[src/apc_pkg.sv]
// package for the absolute position and positioning-done parameter block
package apc_pkg;

   // register word byte addresses
   localparam logic [7:0] ADR_LIN_OFS_LO   = 8'h00;
   localparam logic [7:0] ADR_LIN_OFS_HI   = 8'h04;
   localparam logic [7:0] ADR_GEAR_NUM     = 8'h08;
   localparam logic [7:0] ADR_GEAR_DEN     = 8'h0C;
   localparam logic [7:0] ADR_REV_PUL_LO   = 8'h10;
   localparam logic [7:0] ADR_REV_PUL_HI   = 8'h14;
   localparam logic [7:0] ADR_HS_SPEED     = 8'h18;
   localparam logic [7:0] ADR_HS_TORQUE    = 8'h1C;
   localparam logic [7:0] ADR_DWELL        = 8'h20;
   localparam logic [7:0] ADR_HOLD         = 8'h24;
   localparam logic [7:0] ADR_DIV_WIDE     = 8'h28;
   localparam logic [7:0] ADR_CTRL         = 8'h2C;
   localparam logic [7:0] ADR_LEGACY_DIV   = 8'h30;
   localparam logic [7:0] ADR_STATUS       = 8'h34;
   localparam logic [7:0] ADR_IRQ_STAT     = 8'h38;
   localparam logic [7:0] ADR_IRQ_MASK     = 8'h3C;
   localparam logic [7:0] ADR_ACT_OFS_LO   = 8'h40;
   localparam logic [7:0] ADR_ACT_OFS_HI   = 8'h44;

   // reset values
   localparam logic [15:0] RST_GEAR_NUM   = 16'hFFFF;
   localparam logic [15:0] RST_GEAR_DEN   = 16'h0001;
   localparam logic [15:0] RST_HS_SPEED   = 16'h0002;
   localparam logic [15:0] RST_HS_TORQUE  = 16'h03E8;   // 100.0 percent in 0.1 steps
   localparam logic [15:0] RST_DWELL      = 16'h0000;
   localparam logic [15:0] RST_HOLD       = 16'h0001;
   localparam logic [1:0]  RST_COND       = 2'h0;
   localparam logic        RST_POL        = 1'b1;
   localparam logic [1:0]  RST_ABS_MODE   = 2'h0;

   // limits
   localparam logic [15:0] GEAR_MIN       = 16'h0001;
   localparam logic [6:0]  REV_HI_MAX     = 7'h7F;
   localparam logic [15:0] HS_SPEED_MAX   = 16'h03E8;   // 1000 rpm
   localparam logic [15:0] HS_TORQUE_MAX  = 16'h0BB8;   // 300.0 percent
   localparam logic [15:0] TIME_MIN       = 16'h0001;
   localparam logic [15:0] TIME_MAX       = 16'h7530;   // 30000 ms
   localparam logic [31:0] DIV_MAX        = 32'h0003FFFF;
   localparam logic [31:0] DIV_WIDE_MIN   = 32'h00000023;   // 35

   // modes
   localparam logic [1:0]  ABS_LINEAR     = 2'h1;
   localparam logic [1:0]  ABS_ROTATING   = 2'h2;
   localparam logic [1:0]  COND_HOLD      = 2'h3;

   // control field positions
   localparam int CTRL_MODE_LSB = 0;
   localparam int CTRL_COND_LSB = 2;
   localparam int CTRL_POL_BIT  = 4;

   // irq bits
   localparam int IRQ_DONE_RISE = 0;
   localparam int IRQ_DONE_DROP = 1;
   localparam int IRQ_HIT_STOP  = 2;
   localparam int IRQ_W         = 3;

   // timing
   localparam int CLK_HZ         = 25000000;
   localparam int MS_PER_S       = 1000;
   localparam int CYC_PER_MS     = CLK_HZ / MS_PER_S;
   localparam logic [14:0] CYC_PER_MS_M1 = 15'(CYC_PER_MS - 1);

   // parameters that take effect from the next power-up
   typedef struct packed {
      logic [1:0]  abs_mode;
      logic        pol;
      logic [31:0] ofs_lo;
      logic [31:0] ofs_hi;
      logic [15:0] gear_num;
      logic [15:0] gear_den;
      logic [31:0] rev_lo;
      logic [6:0]  rev_hi;
      logic [31:0] div_wide;
   } apc_boot_t;

   // all state of the block
   typedef struct packed {
      apc_boot_t   pend;
      apc_boot_t   act;
      logic        booted;
      logic [1:0]  cond;
      logic [15:0] hs_speed;
      logic [15:0] hs_torque;
      logic [15:0] dwell;
      logic [15:0] hold;
      logic [31:0] legacy_div;
      logic [IRQ_W-1:0] irq_stat;
      logic [IRQ_W-1:0] irq_mask;
      logic [14:0] ms_pre;
      logic [15:0] dwell_cnt;
      logic [15:0] hold_cnt;
      logic        done;
      logic        hit;
      logic        ack;
      logic [31:0] rdata;
      logic        done_pin;
      logic [15:0] trq_lim;
      logic [31:0] div_used;
   } apc_state_t;

endpackage : apc_pkg

[src/apc_top.sv]
// absolute position, hit-and-stop and positioning-done parameter block
`timescale 1ns/10ps
`default_nettype none

// Functional notes
// - linear mode: offset equals encoder absolute minus mechanical position.
// - offset kept as signed low and high 32-bit words, default zero.
// - rotating mode gear numerator and denominator limited 1..65535, defaults 65535, 1.
// - load pulses: 32-bit low word, high part limited 0..127.
// - hit-and-stop end judged when speed below threshold 0..1000 rpm, default 2.
// - hit-and-stop clamps both torque directions to 0..300.0 percent, default 100.0.
// - done asserted only after deviation stays in band longer than dwell time.
// - condition 3: done held valid for holding time 1..30000 ms.
// - within holding time, done drops at once on nonzero position reference.
// - division count is legacy value below 35, else the wide value.
// - done pin high when polarity is 0, low when polarity is 1.
module apc_top (
   input  wire logic        CORE_CLK,
   input  wire logic        SYS_RST,
   input  wire logic        CLK_EN,
   input  wire logic        POWER_UP,
   input  wire logic        WB_CYC_I,
   input  wire logic        WB_STB_I,
   input  wire logic        WB_WE_I,
   input  wire logic [7:0]  WB_ADR_I,
   input  wire logic [3:0]  WB_SEL_I,
   input  wire logic [31:0] WB_DAT_I,
   output logic      [31:0] WB_DAT_O,
   output logic             WB_ACK_O,
   input  wire logic        HIT_STOP_ACTIVE,
   input  wire logic [15:0] MOTOR_SPEED_RPM,
   input  wire logic        DEV_IN_BAND,
   input  wire logic        POS_REF_NONZERO,
   output logic             POS_DONE_OUT,
   output logic             HIT_END_REACHED,
   output logic      [15:0] TORQUE_LIMIT,
   output logic      [31:0] DIVISION_COUNT,
   output logic      [1:0]  ABS_MODE,
   output logic      [63:0] POS_OFFSET,
   output logic      [15:0] GEAR_NUM,
   output logic      [15:0] GEAR_DEN,
   output logic      [38:0] REV_PULSES,
   output logic             IRQ
);

   apc_pkg::apc_state_t s_reg;
   apc_pkg::apc_state_t s_next;

   // byte-lane merge of a write into a stored word
   function automatic logic [31:0] merge(
      input logic [31:0] old,
      input logic [31:0] wd,
      input logic [3:0]  sel
   );
      logic [31:0] r;
      // lanes with select low keep the stored byte
      r = old;
      for (int i = 0; i < 4; i++) begin
         if (sel[i]) begin
            r[i*8 +: 8] = wd[i*8 +: 8];
         end
      end
      return r;
   endfunction

   // clamp a 16-bit value into [lo, hi]
   function automatic logic [15:0] clamp16(
      input logic [15:0] v,
      input logic [15:0] lo,
      input logic [15:0] hi
   );
      // lower bound first, so with lo above hi, v below lo yields lo and any other v yields hi
      if (v < lo) begin
         return lo;
      end
      if (v > hi) begin
         return hi;
      end
      return v;
   endfunction

   // request qualifiers
   logic        wr;
   logic        rd_cyc;
   // merged write word, scratch only
   logic [31:0] wdat;
   // single-cycle event strobes
   logic        done_rise;
   logic        done_drop;
   logic        hit_rise;
   // one pulse per millisecond
   logic        tick;

   // a held request is taken once: never while ack is out
   assign wr     = WB_CYC_I && WB_STB_I && WB_WE_I && !s_reg.ack;
   assign rd_cyc = WB_CYC_I && WB_STB_I && !s_reg.ack;

   // next-state logic
   always_comb begin
      s_next = s_reg;
      // scratch and strobes low unless set below
      wdat   = 32'h0;
      done_rise = 1'b0;
      done_drop = 1'b0;
      hit_rise  = 1'b0;
      tick      = 1'b0;

      // bus slave: one wait state, ack dropped the cycle after
      s_next.ack = rd_cyc;
      if (wr) begin
         case (WB_ADR_I)
            // offset halves: signed words, power-on set
            apc_pkg::ADR_LIN_OFS_LO: begin
               s_next.pend.ofs_lo = merge(s_reg.pend.ofs_lo, WB_DAT_I, WB_SEL_I);
            end

            apc_pkg::ADR_LIN_OFS_HI: begin
               s_next.pend.ofs_hi = merge(s_reg.pend.ofs_hi, WB_DAT_I, WB_SEL_I);
            end

            // gear terms: zero is raised to one
            apc_pkg::ADR_GEAR_NUM: begin
               wdat = merge({16'h0, s_reg.pend.gear_num}, WB_DAT_I, WB_SEL_I);
               s_next.pend.gear_num = clamp16(wdat[15:0], apc_pkg::GEAR_MIN, 16'hFFFF);
            end

            apc_pkg::ADR_GEAR_DEN: begin
               wdat = merge({16'h0, s_reg.pend.gear_den}, WB_DAT_I, WB_SEL_I);
               s_next.pend.gear_den = clamp16(wdat[15:0], apc_pkg::GEAR_MIN, 16'hFFFF);
            end

            // load pulses per revolution, power-on set
            apc_pkg::ADR_REV_PUL_LO: begin
               s_next.pend.rev_lo = merge(s_reg.pend.rev_lo, WB_DAT_I, WB_SEL_I);
            end

            apc_pkg::ADR_REV_PUL_HI: begin
               wdat = merge({25'h0, s_reg.pend.rev_hi}, WB_DAT_I, WB_SEL_I);
               // values above the top limit saturate rather than wrap
               if (wdat > 32'(apc_pkg::REV_HI_MAX)) begin
                  s_next.pend.rev_hi = apc_pkg::REV_HI_MAX;
               end else begin
                  s_next.pend.rev_hi = wdat[6:0];
               end
            end

            // homing parameters act at once
            apc_pkg::ADR_HS_SPEED: begin
               wdat = merge({16'h0, s_reg.hs_speed}, WB_DAT_I, WB_SEL_I);
               s_next.hs_speed = clamp16(wdat[15:0], 16'h0000, apc_pkg::HS_SPEED_MAX);
            end

            apc_pkg::ADR_HS_TORQUE: begin
               wdat = merge({16'h0, s_reg.hs_torque}, WB_DAT_I, WB_SEL_I);
               s_next.hs_torque = clamp16(wdat[15:0], 16'h0000, apc_pkg::HS_TORQUE_MAX);
            end

            // done timing words, clamped into range
            apc_pkg::ADR_DWELL: begin
               wdat = merge({16'h0, s_reg.dwell}, WB_DAT_I, WB_SEL_I);
               s_next.dwell = clamp16(wdat[15:0], apc_pkg::TIME_MIN, apc_pkg::TIME_MAX);
            end

            apc_pkg::ADR_HOLD: begin
               wdat = merge({16'h0, s_reg.hold}, WB_DAT_I, WB_SEL_I);
               s_next.hold = clamp16(wdat[15:0], apc_pkg::TIME_MIN, apc_pkg::TIME_MAX);
            end

            // wide division count saturates at its top
            apc_pkg::ADR_DIV_WIDE: begin
               wdat = merge(s_reg.pend.div_wide, WB_DAT_I, WB_SEL_I);
               if (wdat > apc_pkg::DIV_MAX) begin
                  s_next.pend.div_wide = apc_pkg::DIV_MAX;
               end else begin
                  s_next.pend.div_wide = wdat;
               end
            end

            // mode and polarity wait for power-up
            apc_pkg::ADR_CTRL: begin
               wdat = merge({27'h0, s_reg.pend.pol, s_reg.cond, s_reg.pend.abs_mode}, WB_DAT_I, WB_SEL_I);
               s_next.pend.abs_mode = wdat[apc_pkg::CTRL_MODE_LSB +: 2];
               s_next.cond          = wdat[apc_pkg::CTRL_COND_LSB +: 2];
               s_next.pend.pol      = wdat[apc_pkg::CTRL_POL_BIT];
            end

            // legacy count acts at once
            apc_pkg::ADR_LEGACY_DIV: begin
               s_next.legacy_div = merge(s_reg.legacy_div, WB_DAT_I, WB_SEL_I);
            end

            // narrow word: byte lanes ignored
            apc_pkg::ADR_IRQ_MASK: begin
               s_next.irq_mask = WB_DAT_I[apc_pkg::IRQ_W-1:0];
            end

            default: begin
            end
         endcase
      end

      // read mux; unmapped addresses read zero and still ack
      if (rd_cyc) begin
         case (WB_ADR_I)
            // the pending set reads back, not the active one
            apc_pkg::ADR_LIN_OFS_LO: s_next.rdata = s_reg.pend.ofs_lo;
            apc_pkg::ADR_LIN_OFS_HI: s_next.rdata = s_reg.pend.ofs_hi;
            apc_pkg::ADR_GEAR_NUM:   s_next.rdata = {16'h0, s_reg.pend.gear_num};
            apc_pkg::ADR_GEAR_DEN:   s_next.rdata = {16'h0, s_reg.pend.gear_den};
            apc_pkg::ADR_REV_PUL_LO: s_next.rdata = s_reg.pend.rev_lo;
            apc_pkg::ADR_REV_PUL_HI: s_next.rdata = {25'h0, s_reg.pend.rev_hi};
            apc_pkg::ADR_HS_SPEED:   s_next.rdata = {16'h0, s_reg.hs_speed};
            apc_pkg::ADR_HS_TORQUE:  s_next.rdata = {16'h0, s_reg.hs_torque};
            apc_pkg::ADR_DWELL:      s_next.rdata = {16'h0, s_reg.dwell};
            apc_pkg::ADR_HOLD:       s_next.rdata = {16'h0, s_reg.hold};
            apc_pkg::ADR_DIV_WIDE:   s_next.rdata = s_reg.pend.div_wide;
            apc_pkg::ADR_CTRL:       s_next.rdata = {27'h0, s_reg.pend.pol, s_reg.cond, s_reg.pend.abs_mode};
            apc_pkg::ADR_LEGACY_DIV: s_next.rdata = s_reg.legacy_div;
            // status and event words
            apc_pkg::ADR_STATUS:     s_next.rdata = {29'h0, s_reg.booted, s_reg.hit, s_reg.done};
            apc_pkg::ADR_IRQ_STAT:   s_next.rdata = {29'h0, s_reg.irq_stat};
            apc_pkg::ADR_IRQ_MASK:   s_next.rdata = {29'h0, s_reg.irq_mask};
            // active offset, read only
            apc_pkg::ADR_ACT_OFS_LO: s_next.rdata = s_reg.act.ofs_lo;
            apc_pkg::ADR_ACT_OFS_HI: s_next.rdata = s_reg.act.ofs_hi;
            default:                 s_next.rdata = 32'h0;
         endcase
      end

      // power-on parameters copied to the active set only on power-up
      // a level held high keeps copying, so writes then act at once
      if (POWER_UP) begin
         s_next.act    = s_reg.pend;
         s_next.booted = 1'b1;
      end

      // millisecond prescaler, free running
      // a timer's first tick may come early: up to 1 ms of jitter
      if (s_reg.ms_pre == apc_pkg::CYC_PER_MS_M1) begin
         s_next.ms_pre = 15'h0;
         tick = 1'b1;
      end else begin
         s_next.ms_pre = s_reg.ms_pre + 15'h1;
      end

      // positioning done: dwell qualification, then optional hold
      if (!s_reg.done) begin
         // leaving the band restarts qualification
         if (!DEV_IN_BAND) begin
            s_next.dwell_cnt = 16'h0;
         end else if (tick) begin
            if (s_reg.dwell_cnt >= s_reg.dwell) begin
               // strictly longer than the dwell: one extra tick past the setting
               s_next.done     = 1'b1;
               s_next.hold_cnt = 16'h0;
               done_rise       = 1'b1;
            end else begin
               s_next.dwell_cnt = s_reg.dwell_cnt + 16'h1;
            end
         end
      end else begin
         // hold condition: a nonzero reference ends it at once
         if (s_reg.cond == apc_pkg::COND_HOLD) begin
            if (POS_REF_NONZERO) begin
               s_next.done = 1'b0;
               done_drop   = 1'b1;
            end else if (tick) begin
               s_next.hold_cnt = s_reg.hold_cnt + 16'h1;
               if (s_reg.hold_cnt + 16'h1 >= s_reg.hold) begin
                  s_next.done = 1'b0;
                  done_drop   = 1'b1;
               end
            end
         end else if (!DEV_IN_BAND) begin
            s_next.done = 1'b0;
            done_drop   = 1'b1;
         end
         // a fresh dwell is needed before done rises again
         if (done_drop) begin
            s_next.dwell_cnt = 16'h0;
         end
      end

      // hit-and-stop end detection and torque clamp
      // strict compare: speed equal to the threshold is no end
      s_next.hit = HIT_STOP_ACTIVE && (MOTOR_SPEED_RPM < s_reg.hs_speed);
      hit_rise   = s_next.hit && !s_reg.hit;
      // outside homing the full range is released
      if (HIT_STOP_ACTIVE) begin
         s_next.trq_lim = s_reg.hs_torque;
      end else begin
         s_next.trq_lim = apc_pkg::HS_TORQUE_MAX;
      end

      // division count choice; wide value wins from 35 up
      // legacy word acts at once, wide one after power-up
      if (s_reg.act.div_wide < apc_pkg::DIV_WIDE_MIN) begin
         s_next.div_used = s_reg.legacy_div;
      end else begin
         s_next.div_used = s_reg.act.div_wide;
      end

      // done pin level follows polarity
      s_next.done_pin = s_next.done ^ s_reg.act.pol;

      // sticky events: set wins over write-one-to-clear
      // clear first, then set, so an event in the clear cycle stays
      if (wr && WB_ADR_I == apc_pkg::ADR_IRQ_STAT) begin
         s_next.irq_stat = s_reg.irq_stat & ~WB_DAT_I[apc_pkg::IRQ_W-1:0];
      end
      if (done_rise) begin
         s_next.irq_stat[apc_pkg::IRQ_DONE_RISE] = 1'b1;
      end
      if (done_drop) begin
         s_next.irq_stat[apc_pkg::IRQ_DONE_DROP] = 1'b1;
      end
      if (hit_rise) begin
         s_next.irq_stat[apc_pkg::IRQ_HIT_STOP] = 1'b1;
      end
   end

   // state register with reset defaults and clock enable
   always_ff @(posedge CORE_CLK) begin
      if (SYS_RST) begin
         s_reg <= '0;
         // power-on sets start at their defaults
         s_reg.pend.abs_mode <= apc_pkg::RST_ABS_MODE;
         s_reg.pend.pol      <= apc_pkg::RST_POL;
         s_reg.pend.gear_num <= apc_pkg::RST_GEAR_NUM;
         s_reg.pend.gear_den <= apc_pkg::RST_GEAR_DEN;
         s_reg.act.abs_mode  <= apc_pkg::RST_ABS_MODE;
         s_reg.act.pol       <= apc_pkg::RST_POL;
         s_reg.act.gear_num  <= apc_pkg::RST_GEAR_NUM;
         s_reg.act.gear_den  <= apc_pkg::RST_GEAR_DEN;
         // immediate parameters
         s_reg.cond          <= apc_pkg::RST_COND;
         s_reg.hs_speed      <= apc_pkg::RST_HS_SPEED;
         s_reg.hs_torque     <= apc_pkg::RST_HS_TORQUE;
         s_reg.dwell         <= apc_pkg::RST_DWELL;
         s_reg.hold          <= apc_pkg::RST_HOLD;
         // done inactive at default polarity, torque released
         s_reg.done_pin      <= apc_pkg::RST_POL;
         s_reg.trq_lim       <= apc_pkg::HS_TORQUE_MAX;
      end else if (CLK_EN) begin
         s_reg <= s_next;
      end
   end

   // outputs; linear offset only meaningful in linear mode
   assign WB_DAT_O        = s_reg.rdata;
   assign WB_ACK_O        = s_reg.ack;
   assign POS_DONE_OUT    = s_reg.done_pin;
   assign HIT_END_REACHED = s_reg.hit;
   assign TORQUE_LIMIT    = s_reg.trq_lim;
   assign DIVISION_COUNT  = s_reg.div_used;
   assign ABS_MODE        = s_reg.act.abs_mode;
   // offset and pulse words read zero outside their own mode
   assign POS_OFFSET      = (s_reg.act.abs_mode == apc_pkg::ABS_LINEAR)
                            ? {s_reg.act.ofs_hi, s_reg.act.ofs_lo}
                            : 64'h0;
   // active gear terms for rotating mode
   assign GEAR_NUM        = s_reg.act.gear_num;
   assign GEAR_DEN        = s_reg.act.gear_den;
   assign REV_PULSES      = (s_reg.act.abs_mode == apc_pkg::ABS_ROTATING)
                            ? {s_reg.act.rev_hi, s_reg.act.rev_lo}
                            : 39'h0;
   // unregistered level, so it follows a clear at once
   assign IRQ             = |(s_reg.irq_stat & s_reg.irq_mask);

endmodule // apc_top

`default_nettype wire

[config.mk]
export PLATFORM = sky130hd
export DESIGN_NAME = apc_top
export DESIGN_NICKNAME = d
export VERILOG_FILES = /design/src/apc_pkg.sv /design/src/apc_top.sv
export SDC_FILE = /design/constraint.sdc
export NUM_CORES = 1
export LEC_CHECK = 0
export ABC_AREA = 1
export BUFFER_PORTS_ARGS = -buffer_cell sky130_fd_sc_hd__clkbuf_2
export CORE_MARGIN = 4
export CORE_UTILIZATION = 30
export CTS_CLUSTER_SIZE = 14
export DETAILED_ROUTE_END_ITERATION = 10
export HOLD_SLACK_MARGIN = 0.12
export SETUP_SLACK_MARGIN = 0.5
export SLEW_MARGIN = 20
export SYNTH_ARGS = -nofsm -noshare
export SYNTH_HDL_FRONTEND = slang
export SYNTH_SLANG_ARGS = --single-unit
[constraint.sdc]
create_clock -name CORE_CLK -period 6.72 [get_ports CORE_CLK]
set_clock_uncertainty 0.05 [all_clocks]
set_input_delay 1.008 -clock CORE_CLK [delete_from_list [all_inputs] [get_ports CORE_CLK]]
set_output_delay 1.008 -clock CORE_CLK [all_outputs]
set_load 0.02 [all_outputs]
==> implementation parameters <==
Parameter                              Value

CTS
  Clk sink count    576
  Deepest clock path buffer count    3
  Clock latency on the worst-skew pair    620 ps
  Number of buffers added by the clock tree synthesis step    70
  Library cell used as clock root buffer    sky130_fd_sc_hd__clkbuf_16
  Hold_buf cts    0
  Number of H-tree levels    3
  Buffers inserted during post-CTS setup optimization    0
  Reg clk slew, reported paths    about 60 ps
  Quantity of gates resized following cts    0
  Clock tree from TritonCTS    yes

Timing
  FMAX    236 MHz
  Worst hold slack    around 400 ps
  Max-slew headroom at the worst pin    between 20% and 30%
  Number of hold-slack violations in the final timing report    0
  Fin crit period    roughly 4200 ps
  Worst-Margin Slew    around 1100 ps
  Setup repair after global routing missed its margin    false
  Setup violation total in the final timing report    0
  Share of the clock period used by the worst path after layout    a little over three fifths
  Max-slew violations    0
  Setup TNS after final layout    0 ps

Placed design
  Routability congestion estimate    0.949
  Estimated wirelength of the detail-placed design    83300 um
  Number of buffers added on ports    290

Yosys
  Part of the Yosys area used for sequential elements    around two fifths
  Commonest register cell after synthesis    sky130_fd_sc_hd__dfxtp_1
  Number of synthesized flops with an enable pin    0
  Number of warnings printed during yosys synthesis    0
  Count of mapped cells out of synthesis    approximately 3800
  Fraction of post-synthesis cell area in the top cell type by area    41.9%
  Flip-flop and latch count after synthesis    ~580
  Synth area leader    sky130_fd_sc_hd__dfxtp_1
  Share of flip-flops with an asynchronous set or reset after synthesis    0%
  Average footprint of a synthesized cell    about 7.2 um^2
  Mapped Area    around 28000 um^2
  Number of distinct library cell variants in the gate-level netlist after synthesis    52
  Most used standard cells in the synthesized netlist    600 x sky130_fd_sc_hd__a21oi_1, 576 x sky130_fd_sc_hd__dfxtp_1, 515 x sky130_fd_sc_hd__nand2_1
  Net count after synthesis    3946
  Main area contributors after synthesis    sky130_fd_sc_hd__dfxtp_1 42%, sky130_fd_sc_hd__a21oi_1 11%, sky130_fd_sc_hd__o21ai_0 8.3%
  Most instantiated library cell after synthesis    sky130_fd_sc_hd__a21oi_1

Layout
  Share of post-route cells with drive strength above 1    12.5%
  Synth-to-Final Area Change    14.1%
  Number of nets in the final layout    3999
  Filler Cells Inserted    9739
  Max FFs per register    about 460

Power
  Static Leakage    approximately 0.012 uW
  Pwr per Cell Area    261 nW/um^2
  Max IR drop VDD    about 0.00016 V

Routing
  Post-route ant nets    0
  Routed vias/inst    between 5 and 6
  Via count of the routed design    around 27000
  Pre-Repair DR Iteration Count    6
  DR WL/cell    ~23 um
  Final routed DRC violation total    0
  Number of DRC violations after detailed-routing iteration 0    3447
  Wire length after detailed routing    approximately 120000 um

Hold path
  Tightest Hold Check Type    register to register

Die
  Site row count    between 100 and 150
  Placeable core region    90600 um^2
  Die Y    around 310 um
  IO Pins    between 200 and 300
  Starting density of the core    30.4%
  Overall die width    311 um
  Die outline area    just under 100000 um^2

Worst setup path
  Critical Path End Type    register
  Critical path class    register to register
  Crit start category    register
  Critical path data arrival time    around 4600 ps
  Critical path data required time    ~7100 ps
  Maximum fanout count along the critical path    20

Global route
  Largest net degree at the start of global routing    205
  Overall track demand over capacity in global routing    a little under a quarter
  Via count of the first global-routing pass    24900
  Aggregate global routing overflow    0
  Number of antenna violations at the first check in global routing    10
  Global-route wire length before repair    roughly 170000 um

Status
  Status    finished clean

Flow run
  Number of violations of the max-capacitance limit    0
[power breakdown]
part / switching [uW] / internal, uW
Clock: 1560 / 2500
Sequential: 32.4 / 3490
Combinational: 465 / 145
[metrics by stage]
stage | setup WS [ps] | total power, uW | util [%] | cells | cell area, um^2
after floorplan | 3980 | 3990 | - | 3826 | 27500
after global placement | 2650 | 4190 | 31.9 | 4983 | 28900
after detailed placement | 2620 | 4200 | 31.9 | 4983 | 28900
after CTS | 2570 | 8240 | 34.7 | 5110 | 31400
after global routing | 2020 | 8440 | 34.7 | 5110 | 31400
final | 2490 | 8190 | 34.7 | 5115 | 31400
[path summary, 6_finish.rpt]
check | from | endpoint | cells past startpoint | slack (ps)
worst max-delay path | s_reg[84] | s_reg[112] | 22 | 2490
worst min-delay path | s_reg[294] | s_reg[294] | 2 | 400
worst max register to register | s_reg[84] | s_reg[112] | 22 | 2490
worst min register to register | s_reg[294] | s_reg[294] | 2 | 400
[metal layers]
layer  GRT usage [%]  vias to the layer above  part of all wire [%]
met1            28.9                    12800                    40
met2            36.1                     1355                    44
met3            5.27                      307                   9.3
li1                -                    12800                     -
met5               0                        -                 0.027
met4            12.0                        4                   6.0
[worst max-delay path, cell delays in order (launching register included)]
cell and delay [ps]:
sky130_fd_sc_hd__dfxtp_1 400, sky130_fd_sc_hd__nand3_1 140, sky130_fd_sc_hd__inv_1 100, sky130_fd_sc_hd__nand3_1 130, sky130_fd_sc_hd__nor3_1 410, sky130_fd_sc_hd__xor2_1 220, sky130_fd_sc_hd__inv_1 80, sky130_fd_sc_hd__ha_1 300
sky130_fd_sc_hd__nand2_1 50, sky130_fd_sc_hd__inv_1 60, sky130_fd_sc_hd__nand2_1 60, sky130_fd_sc_hd__nor2_1 100, sky130_fd_sc_hd__nor2_1 40, sky130_fd_sc_hd__nand2_1 60, sky130_fd_sc_hd__nand2_1 50, sky130_fd_sc_hd__nand2_1 160
sky130_fd_sc_hd__nand2_1 70, sky130_fd_sc_hd__nand2_1 80, sky130_fd_sc_hd__nand2_1 50, sky130_fd_sc_hd__nand2_1 480, sky130_fd_sc_hd__nand3_1 670, sky130_fd_sc_hd__nand2_1 210, sky130_fd_sc_hd__a21oi_1 80
[layout make-up]
type	instances	area, um^2	share of cell area, %
sequential	576	11500	36.7
tap	1176	1470	4.69
clock buffer	102	2120	6.74
inverter	489	1850	5.88
antenna	5	12.5	0.0399
clock inverter	25	360	1.15
timing repair buffer	317	1690	5.37
multi-input combinational	2425	12400	39.4
[cells by family (layout without fill, tap and decap cells)]
logic type | count (synthesis) | after routing | synth area share (%)
AOI/OAI and AO/OA | 1266 | 1266 | 24.8
xor gates and xnor gates | 27 | 27 | 0.860
adders and majority gates | 50 | 50 | 2.27
buffers and inverters | 825 | 933 | 13.2
DFF | 576 | 576 | 41.9
other | 0 | 5 | 0
and+or+nand+nor | 1082 | 1082 | 17.0
[placed cells by master (no fill, tap or decap), types with 27 or more instances in the layout]
| cell | n |
|---|---|
| sky130_fd_sc_hd__a211oi_1 | 27 |
| sky130_fd_sc_hd__a21oi_1 | 600 |
| sky130_fd_sc_hd__clkbuf_16 | 74 |
| sky130_fd_sc_hd__clkbuf_2 | 289 |
| sky130_fd_sc_hd__dfxtp_1 | 576 |
| sky130_fd_sc_hd__ha_1 | 50 |
| sky130_fd_sc_hd__inv_1 | 473 |
| sky130_fd_sc_hd__nand2_1 | 511 |
| sky130_fd_sc_hd__nand3_1 | 98 |
| sky130_fd_sc_hd__nand4_1 | 58 |
| sky130_fd_sc_hd__nor2_1 | 278 |
| sky130_fd_sc_hd__nor3_1 | 76 |
| sky130_fd_sc_hd__o211ai_1 | 30 |
| sky130_fd_sc_hd__o21ai_0 | 456 |
| sky130_fd_sc_hd__o22ai_1 | 78 |
Note: power is estimated with default switching activity, not from simulation.
